--- config.mk ---
export PLATFORM = sky130hd
export DESIGN_NAME = ebr_bus_ctrl
export DESIGN_NICKNAME = d
export VERILOG_FILES = /design/src/rtl/ebr_pkg.sv /design/src/rtl/ebr_bus_ctrl.sv
export SDC_FILE = /design/constraint.sdc
export NUM_CORES = 1
export LEC_CHECK = 0
export BUFFER_PORTS_ARGS = -buffer_cell sky130_fd_sc_hd__buf_2
export CAP_MARGIN = 20
export CORE_ASPECT_RATIO = 1.4
export CORE_MARGIN = 2
export CORE_UTILIZATION = 35
export DETAILED_ROUTE_END_ITERATION = 10
export GPL_TIMING_DRIVEN = 0
export RECOVER_POWER = 50
export SYNTH_ARGS = -nofsm -noshare
export SYNTH_HDL_FRONTEND = slang
export SYNTH_SLANG_ARGS = --single-unit
--- constraint.sdc ---
create_clock -name clk -period 3.6 [get_ports clk]
set_input_delay 0.72 -clock clk [delete_from_list [all_inputs] [get_ports clk]]
set_output_delay 0.72 -clock clk [all_outputs]
set_load 0.02 [all_outputs]
--- src/rtl/ebr_pkg.sv ---
package ebr_pkg;
    // register byte addresses on the slave bus
    localparam logic [15:0] EBR_OFF_CTRL0 = 16'h0000; // region 0, step 4
    localparam logic [15:0] EBR_OFF_CTRL4 = 16'h0010; // bus_region_control
    localparam logic [15:0] EBR_OFF_WIN1 = 16'h0020; // windows 1..4, step 4
    localparam logic [15:0] EBR_OFF_STAT = 16'h0040;
    localparam logic [15:0] EBR_OFF_RPCFG = 16'hF108; // reset_port_config
    localparam int EBR_NREG = 5;
    // region control word fields
    localparam int EBR_F_WAIT = 0; // cycle_wait_field, 4 bits
    localparam int EBR_F_DLY = 4; // strobe_delay_bit
    localparam int EBR_F_TRI = 5; // tristate_wait_bit
    localparam int EBR_F_BUS_TYPE_FIELD = 6; // bus_type_field, 2 bits
    localparam int EBR_F_ALE = 9; // latch_lengthen_bit
    localparam int EBR_F_ACT = 10; // region_active_bit
    localparam int EBR_F_RDYEN = 12; // ready_handshake_enable
    localparam int EBR_F_RDYPOL = 13; // ready_polarity_bit
    localparam int EBR_F_CSR = 14; // read_select_gate
    localparam int EBR_F_CSW = 15; // write_select_gate
    localparam logic [15:0] EBR_CTRL_WMASK = 16'hF6FF; // bits 8, 11 reserved
    localparam logic [15:0] EBR_CTRL_RST = 16'h0000;
    localparam logic [15:0] EBR_WIN_RST = 16'h0000;
    localparam logic [3:0] EBR_WAIT_MAX = 4'hF;
    // reset_port_config fields
    localparam int EBR_R_WRC = 0; // write_mode_capture
    localparam int EBR_R_SELECT_LINE_COUNT = 1; // select_line_count, 2 bits
    localparam int EBR_R_SEGMENT_LINE_COUNT = 3; // segment_line_count, 2 bits
    localparam int EBR_R_CLOCK_MULTIPLIER_SELECT = 5; // clock_multiplier_select, 3 bits
    // config_port_zero pin positions
    localparam int EBR_P_CFG = 8; // upper byte feeds reset_port_config
    localparam int EBR_P_BUS_TYPE_FIELD = 16; // bits 16..17 feed the bus type
    // status register fields
    localparam int EBR_S_BUSY = 0;
    localparam int EBR_S_WMODE = 1; // system_write_mode_bit
    // bus cycle sequencer
    typedef enum logic [2:0] {
        EBR_ST_IDLE = 3'b000,
        EBR_ST_LATCH = 3'b001,
        EBR_ST_LATCH2 = 3'b010,
        EBR_ST_DELAY = 3'b011,
        EBR_ST_STROBE = 3'b100,
        EBR_ST_TRI = 3'b101,
        EBR_ST_DONE = 3'b110
    } ebr_state_t;
endpackage : ebr_pkg

--- src/rtl/ebr_bus_ctrl.sv ---
// Implementation choice: the Avalon-MM slave port.
`timescale 1ns/1ps
// Summary of operation
// - wait-states per cycle are fifteen minus the cycle wait field.
// - strobe delay bit 0 adds one clock after address latch falls.
// - tristate bit 0 adds one wait-state at cycle end.
// - bus type: 8/16-bit, demultiplexed or multiplexed per two-bit field.
// - default region bus type comes from port bits 16 and 17 at reset end.
// - access pin high clears default region; low sets active, lengthen, type.
// - lengthen bit 1 stretches the address latch pulse.
// - external cycles only for active regions inside their window.
// - ready enable 1 waits for ready input, else wait count alone.
// - ready polarity bit selects low or high active ready level.
// - read gate 1 limits chip select to the read strobe.
// - write gate 1 limits chip select to the write strobe.
// - write capture 0 turns write and high-enable pins into byte writes.
// - captured select count enables three, two, none or five selects.
// - captured segment count enables four, none, eight or two lines.
// - clock multiplier field captured only on a long hardware reset.
// - reset configuration is read-only; its low five bits reload on every reset.
// - with pins pulled up the configuration byte reads FFh.
// - system write mode reads as inverted write capture bit.
module ebr_bus_ctrl
    import ebr_pkg::*;
(
    // clock and reset
    input wire logic clk,
    input wire logic srst,
    // reset straps
    input wire logic ext_access_pin,
    input wire logic long_reset,
    input wire logic [17:0] config_port_zero,
    output logic [2:0] clock_multiplier_select,
    // avalon-mm register slave
    input wire logic [15:0] avs_address,
    input wire logic avs_read,
    input wire logic avs_write,
    input wire logic [31:0] avs_writedata,
    input wire logic [3:0] avs_byteenable,
    output logic [31:0] avs_readdata,
    output logic avs_waitrequest,
    // cpu access port
    input wire logic cpu_req,
    input wire logic cpu_we,
    input wire logic [23:0] cpu_addr,
    input wire logic [15:0] cpu_wdata,
    output logic cpu_ack,
    output logic cpu_err,
    output logic [15:0] cpu_rdata,
    // external bus pins
    output logic [23:0] ext_addr,
    output logic [15:0] ext_ad_out,
    output logic ext_ad_oe,
    input wire logic [15:0] ext_ad_in,
    output logic ext_ale,
    output logic ext_rd_n,
    output logic ext_wr_n,
    output logic ext_bhe_n,
    output logic [4:0] ext_cs_n,
    input wire logic ext_ready
);

    logic [15:0] ctrl_reg [EBR_NREG];
    logic [15:0] win_reg [1:EBR_NREG-1];
    logic [7:0] rpcfg_reg;
    logic ack_reg;
    logic [31:0] rdata_reg;
    ebr_state_t state_reg;
    ebr_state_t state_next;
    logic [2:0] rgn_reg;
    logic [15:0] cur_reg;
    logic [23:0] addr_reg;
    logic [15:0] wdata_reg;
    logic we_reg;
    logic [3:0] wait_reg;
    logic [15:0] rdata_cap_reg;
    logic err_reg;
    logic [2:0] rgn_sel;
    logic wr_acc;
    logic rdy_act;
    logic wait_done;
    logic strobe;
    logic mux_bus;
    logic wide_bus;
    logic cs_on;

    // windows hold base in [7:0] and mask in [15:8] over A23..A16
    function automatic logic win_hit(input logic [15:0] w,
                                     input logic [7:0] seg);
        win_hit = ((seg ^ w[7:0]) & w[15:8]) == 8'h00;
    endfunction : win_hit

    // number of chip-select lines let through
    function automatic logic [4:0] cs_mask(input logic [1:0] sel);
        case (sel)
            2'b00: cs_mask = 5'h07;
            2'b01: cs_mask = 5'h03;
            2'b10: cs_mask = 5'h00;
            default: cs_mask = 5'h1F;
        endcase
    endfunction : cs_mask

    // segment address lines A23..A16 let through
    function automatic logic [7:0] seg_mask(input logic [1:0] sel);
        case (sel)
            2'b00: seg_mask = 8'h0F;
            2'b01: seg_mask = 8'h00;
            2'b10: seg_mask = 8'hFF;
            default: seg_mask = 8'h03;
        endcase
    endfunction : seg_mask

    // lowest matching active window wins, region 0 takes the rest
    always_comb begin
        rgn_sel = 3'd0;
        for (int i = EBR_NREG - 1; i >= 1; i--) begin
            if (ctrl_reg[i][EBR_F_ACT] && win_hit(win_reg[i], cpu_addr[23:16]))
                rgn_sel = 3'(i);
        end
    end

    // one wait cycle on every access keeps the bus answer simple
    always_ff @(posedge clk)
        ack_reg <= !srst && (avs_read || avs_write) && !ack_reg;
    assign avs_waitrequest = !ack_reg;
    assign avs_readdata = rdata_reg;
    assign wr_acc = avs_write && ack_reg;

    // read mux, unmapped addresses read zero
    always_ff @(posedge clk) begin
        if (srst) begin
            rdata_reg <= 32'h0000_0000;
        end else if (avs_read && !ack_reg) begin
            rdata_reg <= 32'h0000_0000;
            if (avs_address == EBR_OFF_RPCFG)
                rdata_reg[7:0] <= rpcfg_reg;
            else if (avs_address == EBR_OFF_STAT) begin
                rdata_reg[EBR_S_BUSY] <= state_reg != EBR_ST_IDLE;
                rdata_reg[EBR_S_WMODE] <= !rpcfg_reg[EBR_R_WRC];
            end else begin
                for (int i = 0; i < EBR_NREG; i++)
                    if (avs_address == EBR_OFF_CTRL0 + 16'(4 * i))
                        rdata_reg[15:0] <= ctrl_reg[i];
                for (int i = 1; i < EBR_NREG; i++)
                    if (avs_address == EBR_OFF_WIN1 + 16'(4 * i - 4))
                        rdata_reg[15:0] <= win_reg[i];
            end
        end
    end

    // straps sampled on every clock of reset, last one stands
    always_ff @(posedge clk) begin
        if (srst) begin
            rpcfg_reg[4:0] <= config_port_zero[EBR_P_CFG +: 5];
            if (long_reset)
                rpcfg_reg[7:5] <= config_port_zero[EBR_P_CFG+5 +: 3];
        end
    end
    assign clock_multiplier_select = rpcfg_reg[EBR_R_CLOCK_MULTIPLIER_SELECT +: 3];

    // region control words; writes to the config register are dropped
    always_ff @(posedge clk) begin
        if (srst) begin
            for (int i = 0; i < EBR_NREG; i++)
                ctrl_reg[i] <= EBR_CTRL_RST;
            if (!ext_access_pin) begin
                ctrl_reg[0][EBR_F_ACT] <= 1'b1;
                ctrl_reg[0][EBR_F_ALE] <= 1'b1;
                ctrl_reg[0][EBR_F_BUS_TYPE_FIELD +: 2] <=
                    config_port_zero[EBR_P_BUS_TYPE_FIELD +: 2];
            end
        end else if (wr_acc) begin
            for (int i = 0; i < EBR_NREG; i++) begin
                if (avs_address == EBR_OFF_CTRL0 + 16'(4 * i)) begin
                    if (avs_byteenable[0])
                        ctrl_reg[i][7:0] <= avs_writedata[7:0];
                    if (avs_byteenable[1])
                        ctrl_reg[i][15:8] <= avs_writedata[15:8]
                            & EBR_CTRL_WMASK[15:8];
                end
            end
        end
    end

    // address windows of regions 1..4
    always_ff @(posedge clk) begin
        if (srst) begin
            for (int i = 1; i < EBR_NREG; i++)
                win_reg[i] <= EBR_WIN_RST;
        end else if (wr_acc) begin
            for (int i = 1; i < EBR_NREG; i++) begin
                if (avs_address == EBR_OFF_WIN1 + 16'(4 * i - 4)) begin
                    if (avs_byteenable[0])
                        win_reg[i][7:0] <= avs_writedata[7:0];
                    if (avs_byteenable[1])
                        win_reg[i][15:8] <= avs_writedata[15:8];
                end
            end
        end
    end

    assign rdy_act = cur_reg[EBR_F_RDYPOL] ? ext_ready : !ext_ready;
    assign wait_done = (wait_reg == 4'h0) &&
        (!cur_reg[EBR_F_RDYEN] || rdy_act);

    // bus cycle sequencer
    always_comb begin
        state_next = state_reg;
        case (state_reg)
            EBR_ST_IDLE:
                if (cpu_req)
                    state_next = ctrl_reg[rgn_sel][EBR_F_ACT] ?
                        EBR_ST_LATCH : EBR_ST_DONE;
            EBR_ST_LATCH:
                if (cur_reg[EBR_F_ALE])
                    state_next = EBR_ST_LATCH2;
                else
                    state_next = cur_reg[EBR_F_DLY] ?
                        EBR_ST_STROBE : EBR_ST_DELAY;
            EBR_ST_LATCH2:
                state_next = cur_reg[EBR_F_DLY] ?
                    EBR_ST_STROBE : EBR_ST_DELAY;
            EBR_ST_DELAY:
                state_next = EBR_ST_STROBE;
            EBR_ST_STROBE:
                if (wait_done)
                    state_next = cur_reg[EBR_F_TRI] ?
                        EBR_ST_DONE : EBR_ST_TRI;
            EBR_ST_TRI:
                state_next = EBR_ST_DONE;
            default:
                state_next = EBR_ST_IDLE;
        endcase
    end

    always_ff @(posedge clk)
        state_reg <= srst ? EBR_ST_IDLE : state_next;

    // settings frozen at cycle start so a mid-cycle write cannot tear it
    always_ff @(posedge clk) begin
        if (srst) begin
            rgn_reg <= 3'd0;
            cur_reg <= EBR_CTRL_RST;
            addr_reg <= 24'h00_0000;
            wdata_reg <= 16'h0000;
            we_reg <= 1'b0;
            err_reg <= 1'b0;
        end else if (state_reg == EBR_ST_IDLE && cpu_req) begin
            rgn_reg <= rgn_sel;
            cur_reg <= ctrl_reg[rgn_sel];
            addr_reg <= cpu_addr;
            wdata_reg <= cpu_wdata;
            we_reg <= cpu_we;
            err_reg <= !ctrl_reg[rgn_sel][EBR_F_ACT];
        end
    end

    // wait-state counter, loaded as the latch phase ends
    always_ff @(posedge clk) begin
        if (srst)
            wait_reg <= 4'h0;
        else if (state_reg == EBR_ST_LATCH || state_reg == EBR_ST_LATCH2)
            wait_reg <= EBR_WAIT_MAX - cur_reg[EBR_F_WAIT +: 4];
        else if (state_reg == EBR_ST_STROBE && wait_reg != 4'h0)
            wait_reg <= wait_reg - 4'h1;
    end

    // read data taken on the last strobe cycle; 8-bit bus zero-extends
    always_ff @(posedge clk) begin
        if (srst)
            rdata_cap_reg <= 16'h0000;
        else if (state_reg == EBR_ST_IDLE && cpu_req)
            rdata_cap_reg <= 16'h0000;
        else if (state_reg == EBR_ST_STROBE && wait_done && !we_reg)
            rdata_cap_reg <= wide_bus ? ext_ad_in
                : {8'h00, ext_ad_in[7:0]};
    end

    assign cpu_ack = state_reg == EBR_ST_DONE;
    assign cpu_err = cpu_ack && err_reg;
    assign cpu_rdata = rdata_cap_reg;

    // pin decode
    assign strobe = state_reg == EBR_ST_STROBE;
    assign mux_bus = cur_reg[EBR_F_BUS_TYPE_FIELD];
    assign wide_bus = cur_reg[EBR_F_BUS_TYPE_FIELD+1];
    assign ext_ale = state_reg == EBR_ST_LATCH ||
        state_reg == EBR_ST_LATCH2;
    assign ext_addr = {addr_reg[23:16] &
        seg_mask(rpcfg_reg[EBR_R_SEGMENT_LINE_COUNT +: 2]), addr_reg[15:0]};
    assign ext_ad_out = ext_ale && mux_bus ? addr_reg[15:0] : wdata_reg;
    assign ext_ad_oe = (ext_ale && mux_bus) || (we_reg &&
        (state_reg == EBR_ST_DELAY || strobe));
    assign ext_rd_n = !(strobe && !we_reg);

    // byte strobes when the write capture bit is clear
    always_comb begin
        ext_wr_n = !(strobe && we_reg);
        if (!rpcfg_reg[EBR_R_WRC])
            ext_bhe_n = !(strobe && we_reg && wide_bus);
        else
            ext_bhe_n = !(wide_bus && state_reg != EBR_ST_IDLE &&
                state_reg != EBR_ST_DONE);
    end

    // select spans the whole cycle unless gated to the strobe
    always_comb begin
        cs_on = state_reg != EBR_ST_IDLE && state_reg != EBR_ST_DONE &&
            !err_reg;
        if (!we_reg && cur_reg[EBR_F_CSR])
            cs_on = strobe;
        if (we_reg && cur_reg[EBR_F_CSW])
            cs_on = strobe;
        ext_cs_n = ~((5'h01 << rgn_reg) & {5{cs_on}}
            & cs_mask(rpcfg_reg[EBR_R_SELECT_LINE_COUNT +: 2]));
    end

    // checks
    a_wait_load: assert property (@(posedge clk) disable iff (srst)
        (strobe && !$past(strobe)) |->
            wait_reg == EBR_WAIT_MAX - cur_reg[EBR_F_WAIT +: 4])
        else $error("wait count not fifteen minus field");
    a_strobe_delay: assert property (@(posedge clk) disable iff (srst)
        $fell(ext_ale) |-> (strobe == cur_reg[EBR_F_DLY]))
        else $error("strobe delay does not follow delay bit");
    a_tristate_end: assert property (@(posedge clk) disable iff (srst)
        ($past(strobe) && !strobe) |->
            ((state_reg == EBR_ST_TRI) == !cur_reg[EBR_F_TRI]))
        else $error("tristate wait does not follow bit");
    a_mux_address: assert property (@(posedge clk) disable iff (srst)
        (ext_ale && mux_bus) |-> (ext_ad_oe && ext_ad_out == addr_reg[15:0]))
        else $error("address missing on multiplexed bus");
    a_default_reset: assert property (@(posedge clk)
        ($past(srst) && !srst && !$past(ext_access_pin)) |->
            (ctrl_reg[0][EBR_F_BUS_TYPE_FIELD +: 2] == $past(config_port_zero[17:16])
            && ctrl_reg[0][EBR_F_ACT] && ctrl_reg[0][EBR_F_ALE]))
        else $error("default region not loaded from straps");
    a_default_clear: assert property (@(posedge clk)
        ($past(srst) && !srst && $past(ext_access_pin)) |->
            ctrl_reg[0] == 16'h0000)
        else $error("default region not cleared");
    a_ale_length: assert property (@(posedge clk) disable iff (srst)
        $rose(ext_ale) |=> (ext_ale == cur_reg[EBR_F_ALE]))
        else $error("latch pulse length wrong");
    a_inactive_region: assert property (@(posedge clk) disable iff (srst)
        (state_reg == EBR_ST_LATCH) |-> (cur_reg[EBR_F_ACT] && !err_reg))
        else $error("cycle run for inactive region");
    a_ready_hold: assert property (@(posedge clk) disable iff (srst)
        (strobe && wait_reg == 4'h0 && cur_reg[EBR_F_RDYEN] && !rdy_act)
            |=> strobe)
        else $error("cycle ended without ready");
    a_read_gate: assert property (@(posedge clk) disable iff (srst)
        (ext_cs_n != 5'h1F && !we_reg && cur_reg[EBR_F_CSR]) |-> !ext_rd_n)
        else $error("select outside read strobe");
    a_write_gate: assert property (@(posedge clk) disable iff (srst)
        (ext_cs_n != 5'h1F && we_reg && cur_reg[EBR_F_CSW]) |-> !ext_wr_n)
        else $error("select outside write strobe");
    a_config_ro: assert property (@(posedge clk) disable iff (srst)
        wr_acc |=> $stable(rpcfg_reg))
        else $error("reset configuration changed by write");
    c_ready_cycle: cover property (@(posedge clk) disable iff (srst)
        strobe && cur_reg[EBR_F_RDYEN] && rdy_act);
    c_mux_write: cover property (@(posedge clk) disable iff (srst)
        cpu_ack && we_reg && mux_bus && !err_reg);
    c_refused: cover property (@(posedge clk) disable iff (srst)
        cpu_err);
endmodule : ebr_bus_ctrl

==> flow_metrics.py <==
metrics = {
    "run_status": {
        "status": "finished, final reports clean",
    },
    "global_route": {
        "wire_length_of_the_first_global_routing_pass_microns": 64600,
        "global_route.usage.total": 0.243,
        "antenna_found_initial": 0,
        "grt_pass1_vias": 10500,
        "grt_remaining_overflow": 0,
        "grt_max_degree": 15,
    },
    "logic_synthesis": {
        "synth.top_cell.area_share": 0.358,
        "seq_area_frac_synth": 0.522,
        "synth_async_sr_flop_share": 0,
        "synth_enable_flop_cells": 142,
        "netlist.top_cell.by_area": "sky130_fd_sc_hd__edfxtp_1",
        "syn_inst": 1174,
        "synthTopCellsByCount": "sky130_fd_sc_hd__nor2_1 (154), sky130_fd_sc_hd__edfxtp_1 (142), sky130_fd_sc_hd__dfxtp_1 (98)",
        "yosys_register_bits": 240,
        "synth_area_per_cell_sq_um": 10.2,
        "synthMostInstantiatedCell": "sky130_fd_sc_hd__nor2_1",
        "netlist-cell-type-count": 75,
        "synth-warning-count": 0,
        "postSynth.topFlopCell": "sky130_fd_sc_hd__edfxtp_1",
        "netlist_top_cells_area": "sky130_fd_sc_hd__edfxtp_1 (36%), sky130_fd_sc_hd__dfxtp_1 (16%), sky130_fd_sc_hd__nor2_1 (4.8%)",
        "mappedNetlistArea_sq_um": 11900,
    },
    "routing": {
        "drt_first_iter_violations": 1083,
        "drt.antenna.violating_nets": 0,
        "drt-vias-per-instance": 5.65,
        "remaining_drc_errors": 0,
        "drt_pass1_iterations": 6,
        "dr_total_vias": 10600,
        "wl_per_cell_microns": 23.9,
        "totalWireLength_microns": 44700,
    },
    "setup_path": {
        "worst_path_largest_cell_delay_ps": 800,
        "timing.critical_path.buf_inv": 1,
        "crit_chain": "clkbuf_1 > or4_1 > nor3_1 > nand3_1 > o21bai_1",
        "worstSetupStartpoint": "avs_address[11]",
        "cp_max_fo": 10,
        "critical_path.slowest_cell": "sky130_fd_sc_hd__o21bai_1",
        "critical_path.endpoint_type": "flop",
        "worst_path_dominant_cell_family": "simple AND/OR/NAND/NOR gates",
        "critPathKind": "input port to flop",
        "crit_required_ps": 3780,
        "critical_path_arrival_ps": 3610,
        "critical_path.reg2reg.startpoint": "state_reg[2]",
        "critical_path.startpoint_type": "input port",
    },
    "timing": {
        "fin_crit_sh": 0.952,
        "maximum_operating_frequency_mhz": 292,
        "finalSetupViolations": 0,
        "max-slew-margin-rel": 0.186,
        "period_minus_slack_ps": 3430,
        "worst_pin_slew_ps": 1210,
        "rsz0062_at_grt": "false",
        "hold_viol_final": 0,
        "slew_violations": 0,
        "timing.clock.skew_ps": 26.1,
    },
    "layout": {
        "multi_input_area_sq_um": 5040,
        "number_of_diodes_added_for_antenna_fixing": 0,
        "final_layout_size_suffix_gt1_frac": 0.182,
        "post_layout_nonfiller_instances": 1871,
        "stdcell_area_sq_um": 14100,
        "layout.filler_cells": 3393,
        "final_net_count": 1539,
        "largest_register_ffs": 70,
        "final_core_util": 0.417,
        "seqCellArea_sq_um": 6230,
        "area_delta_synth_final_pct": 18.4,
    },
    "clock_network": {
        "clock_tree_from_tritoncts": "yes",
        "clk_root_buffer_cell": "sky130_fd_sc_hd__clkbuf_16",
        "cts_sinks": 240,
        "worstSkewPairLatency_ps": 570,
        "cts_max_path_buffers": 3,
        "ctsHtreeMaxLevel": 1,
        "numCtsBuffers": 25,
        "post_cts.repair.setup_buffers": 0,
        "clkTransAtPathRegs_ps": 60,
    },
    "pwr": {
        "power_density_cells_nw_per_um2": 527,
        "irDropWorstVdd_uv": 332,
        "p_leak_nw": 5.21,
        "power_mw": 7.45,
    },
    "placement": {
        "placement.cell_area_sq_um": 13500,
        "port-buffer-count": 186,
        "gp_congestion": 1.01,
        "dpl.hpwl_microns": 34400,
        "dp.cells": 1826,
    },
    "die": {
        "pin_count": 239,
        "die_width_microns": 160,
        "core-area_sq_um": 33800,
        "die-area_sq_um": 35600,
        "start_util": 0.352,
        "core.rowCount": 80,
        "die_extent_in_y_microns": 222,
    },
    "min_path": {
        "class_of_the_tightest_hold_or_removal_check": "input port to flop",
        "min_from": "config_port_zero[15]",
    },
    "run": {
        "max_cap_viol_count": 0,
    },
}
-- layout by cell type (no fill, tap or decap), types with 31 or more instances in the layout --
cell                       count
sky130_fd_sc_hd__buf_2       139
sky130_fd_sc_hd__buf_4        34
sky130_fd_sc_hd__nor2_1      154
sky130_fd_sc_hd__a22o_1       52
sky130_fd_sc_hd__nor3_1       31
sky130_fd_sc_hd__edfxtp_1    142
sky130_fd_sc_hd__xor2_1       33
sky130_fd_sc_hd__dfxtp_1      98
sky130_fd_sc_hd__clkbuf_1    126
sky130_fd_sc_hd__nand2_1      69
sky130_fd_sc_hd__a22oi_1      37
sky130_fd_sc_hd__a21oi_1      57
-- stage by stage --
step,setup WS (ps),hold slack (ps),TNS [ps]
global placement,-441,435,-13820
global route,53.6,320,0
CTS,19.2,311,0
detailed placement,-411,445,-15640
finish,174,321,0
floorplan,640,441,0
-- path summary, 6_finish.rpt --
| kind | slack (ps) | end | depth (start not counted) |
|---|---|---|---|
| worst max-delay path | 170 | ctrl_reg[2][3] | 5 |
| worst min-delay path | 320 | rpcfg_reg[7] | 1 |
| worst max register to register | 420 | cur_reg[5] | 7 |
| worst min register to register | 450 | cpu_rdata[9] | 2 |
-- cell type report --
class,count,area share
clock buffer,33,0.0475
tap,451,0.0400
timing repair buffer,186,0.0603
clock inverter,13,0.00585
inverter,31,0.00824
multi-input combinational,806,0.357
buffer,111,0.0403
sequential,240,0.441
-- layer usage --
metal / part of all wire / GRT usage
met1: 0.37 / 0.275
met2: 0.48 / 0.417
met3: 0.085 / 0.0426
met4: 0.072 / 0.167
met5: 0 / 0
-- power by group --
| group | total, mW | internal [mW] | switching, mW |
|---|---|---|---|
| Clock | 2.48 | 1.32 | 1.16 |
| Sequential | 3.37 | 3.16 | 0.204 |
| Combinational | 1.60 | 0.586 | 1.01 |
-- kinds of logic (layout without fill, tap and decap cells) --
family | count (synthesis) | count (layout) | synth area share
compound gates | 319 | 319 | 0.194
xor+xnor | 34 | 34 | 0.0250
fa+ha+maj | 3 | 3 | 0.00315
buf+inv | 143 | 374 | 0.0580
flops | 240 | 240 | 0.522
mux | 22 | 22 | 0.0201
other cells | 1 | 16 | 0.000314
simple gates | 412 | 412 | 0.177
-- timing repair --
item | in CTS | in global routing
resized for setup | 0 | 2
endpoints found under the setup margin | 9 | 17
hold buffers | 0 | 0
Power figures use the tool's default switching activity.
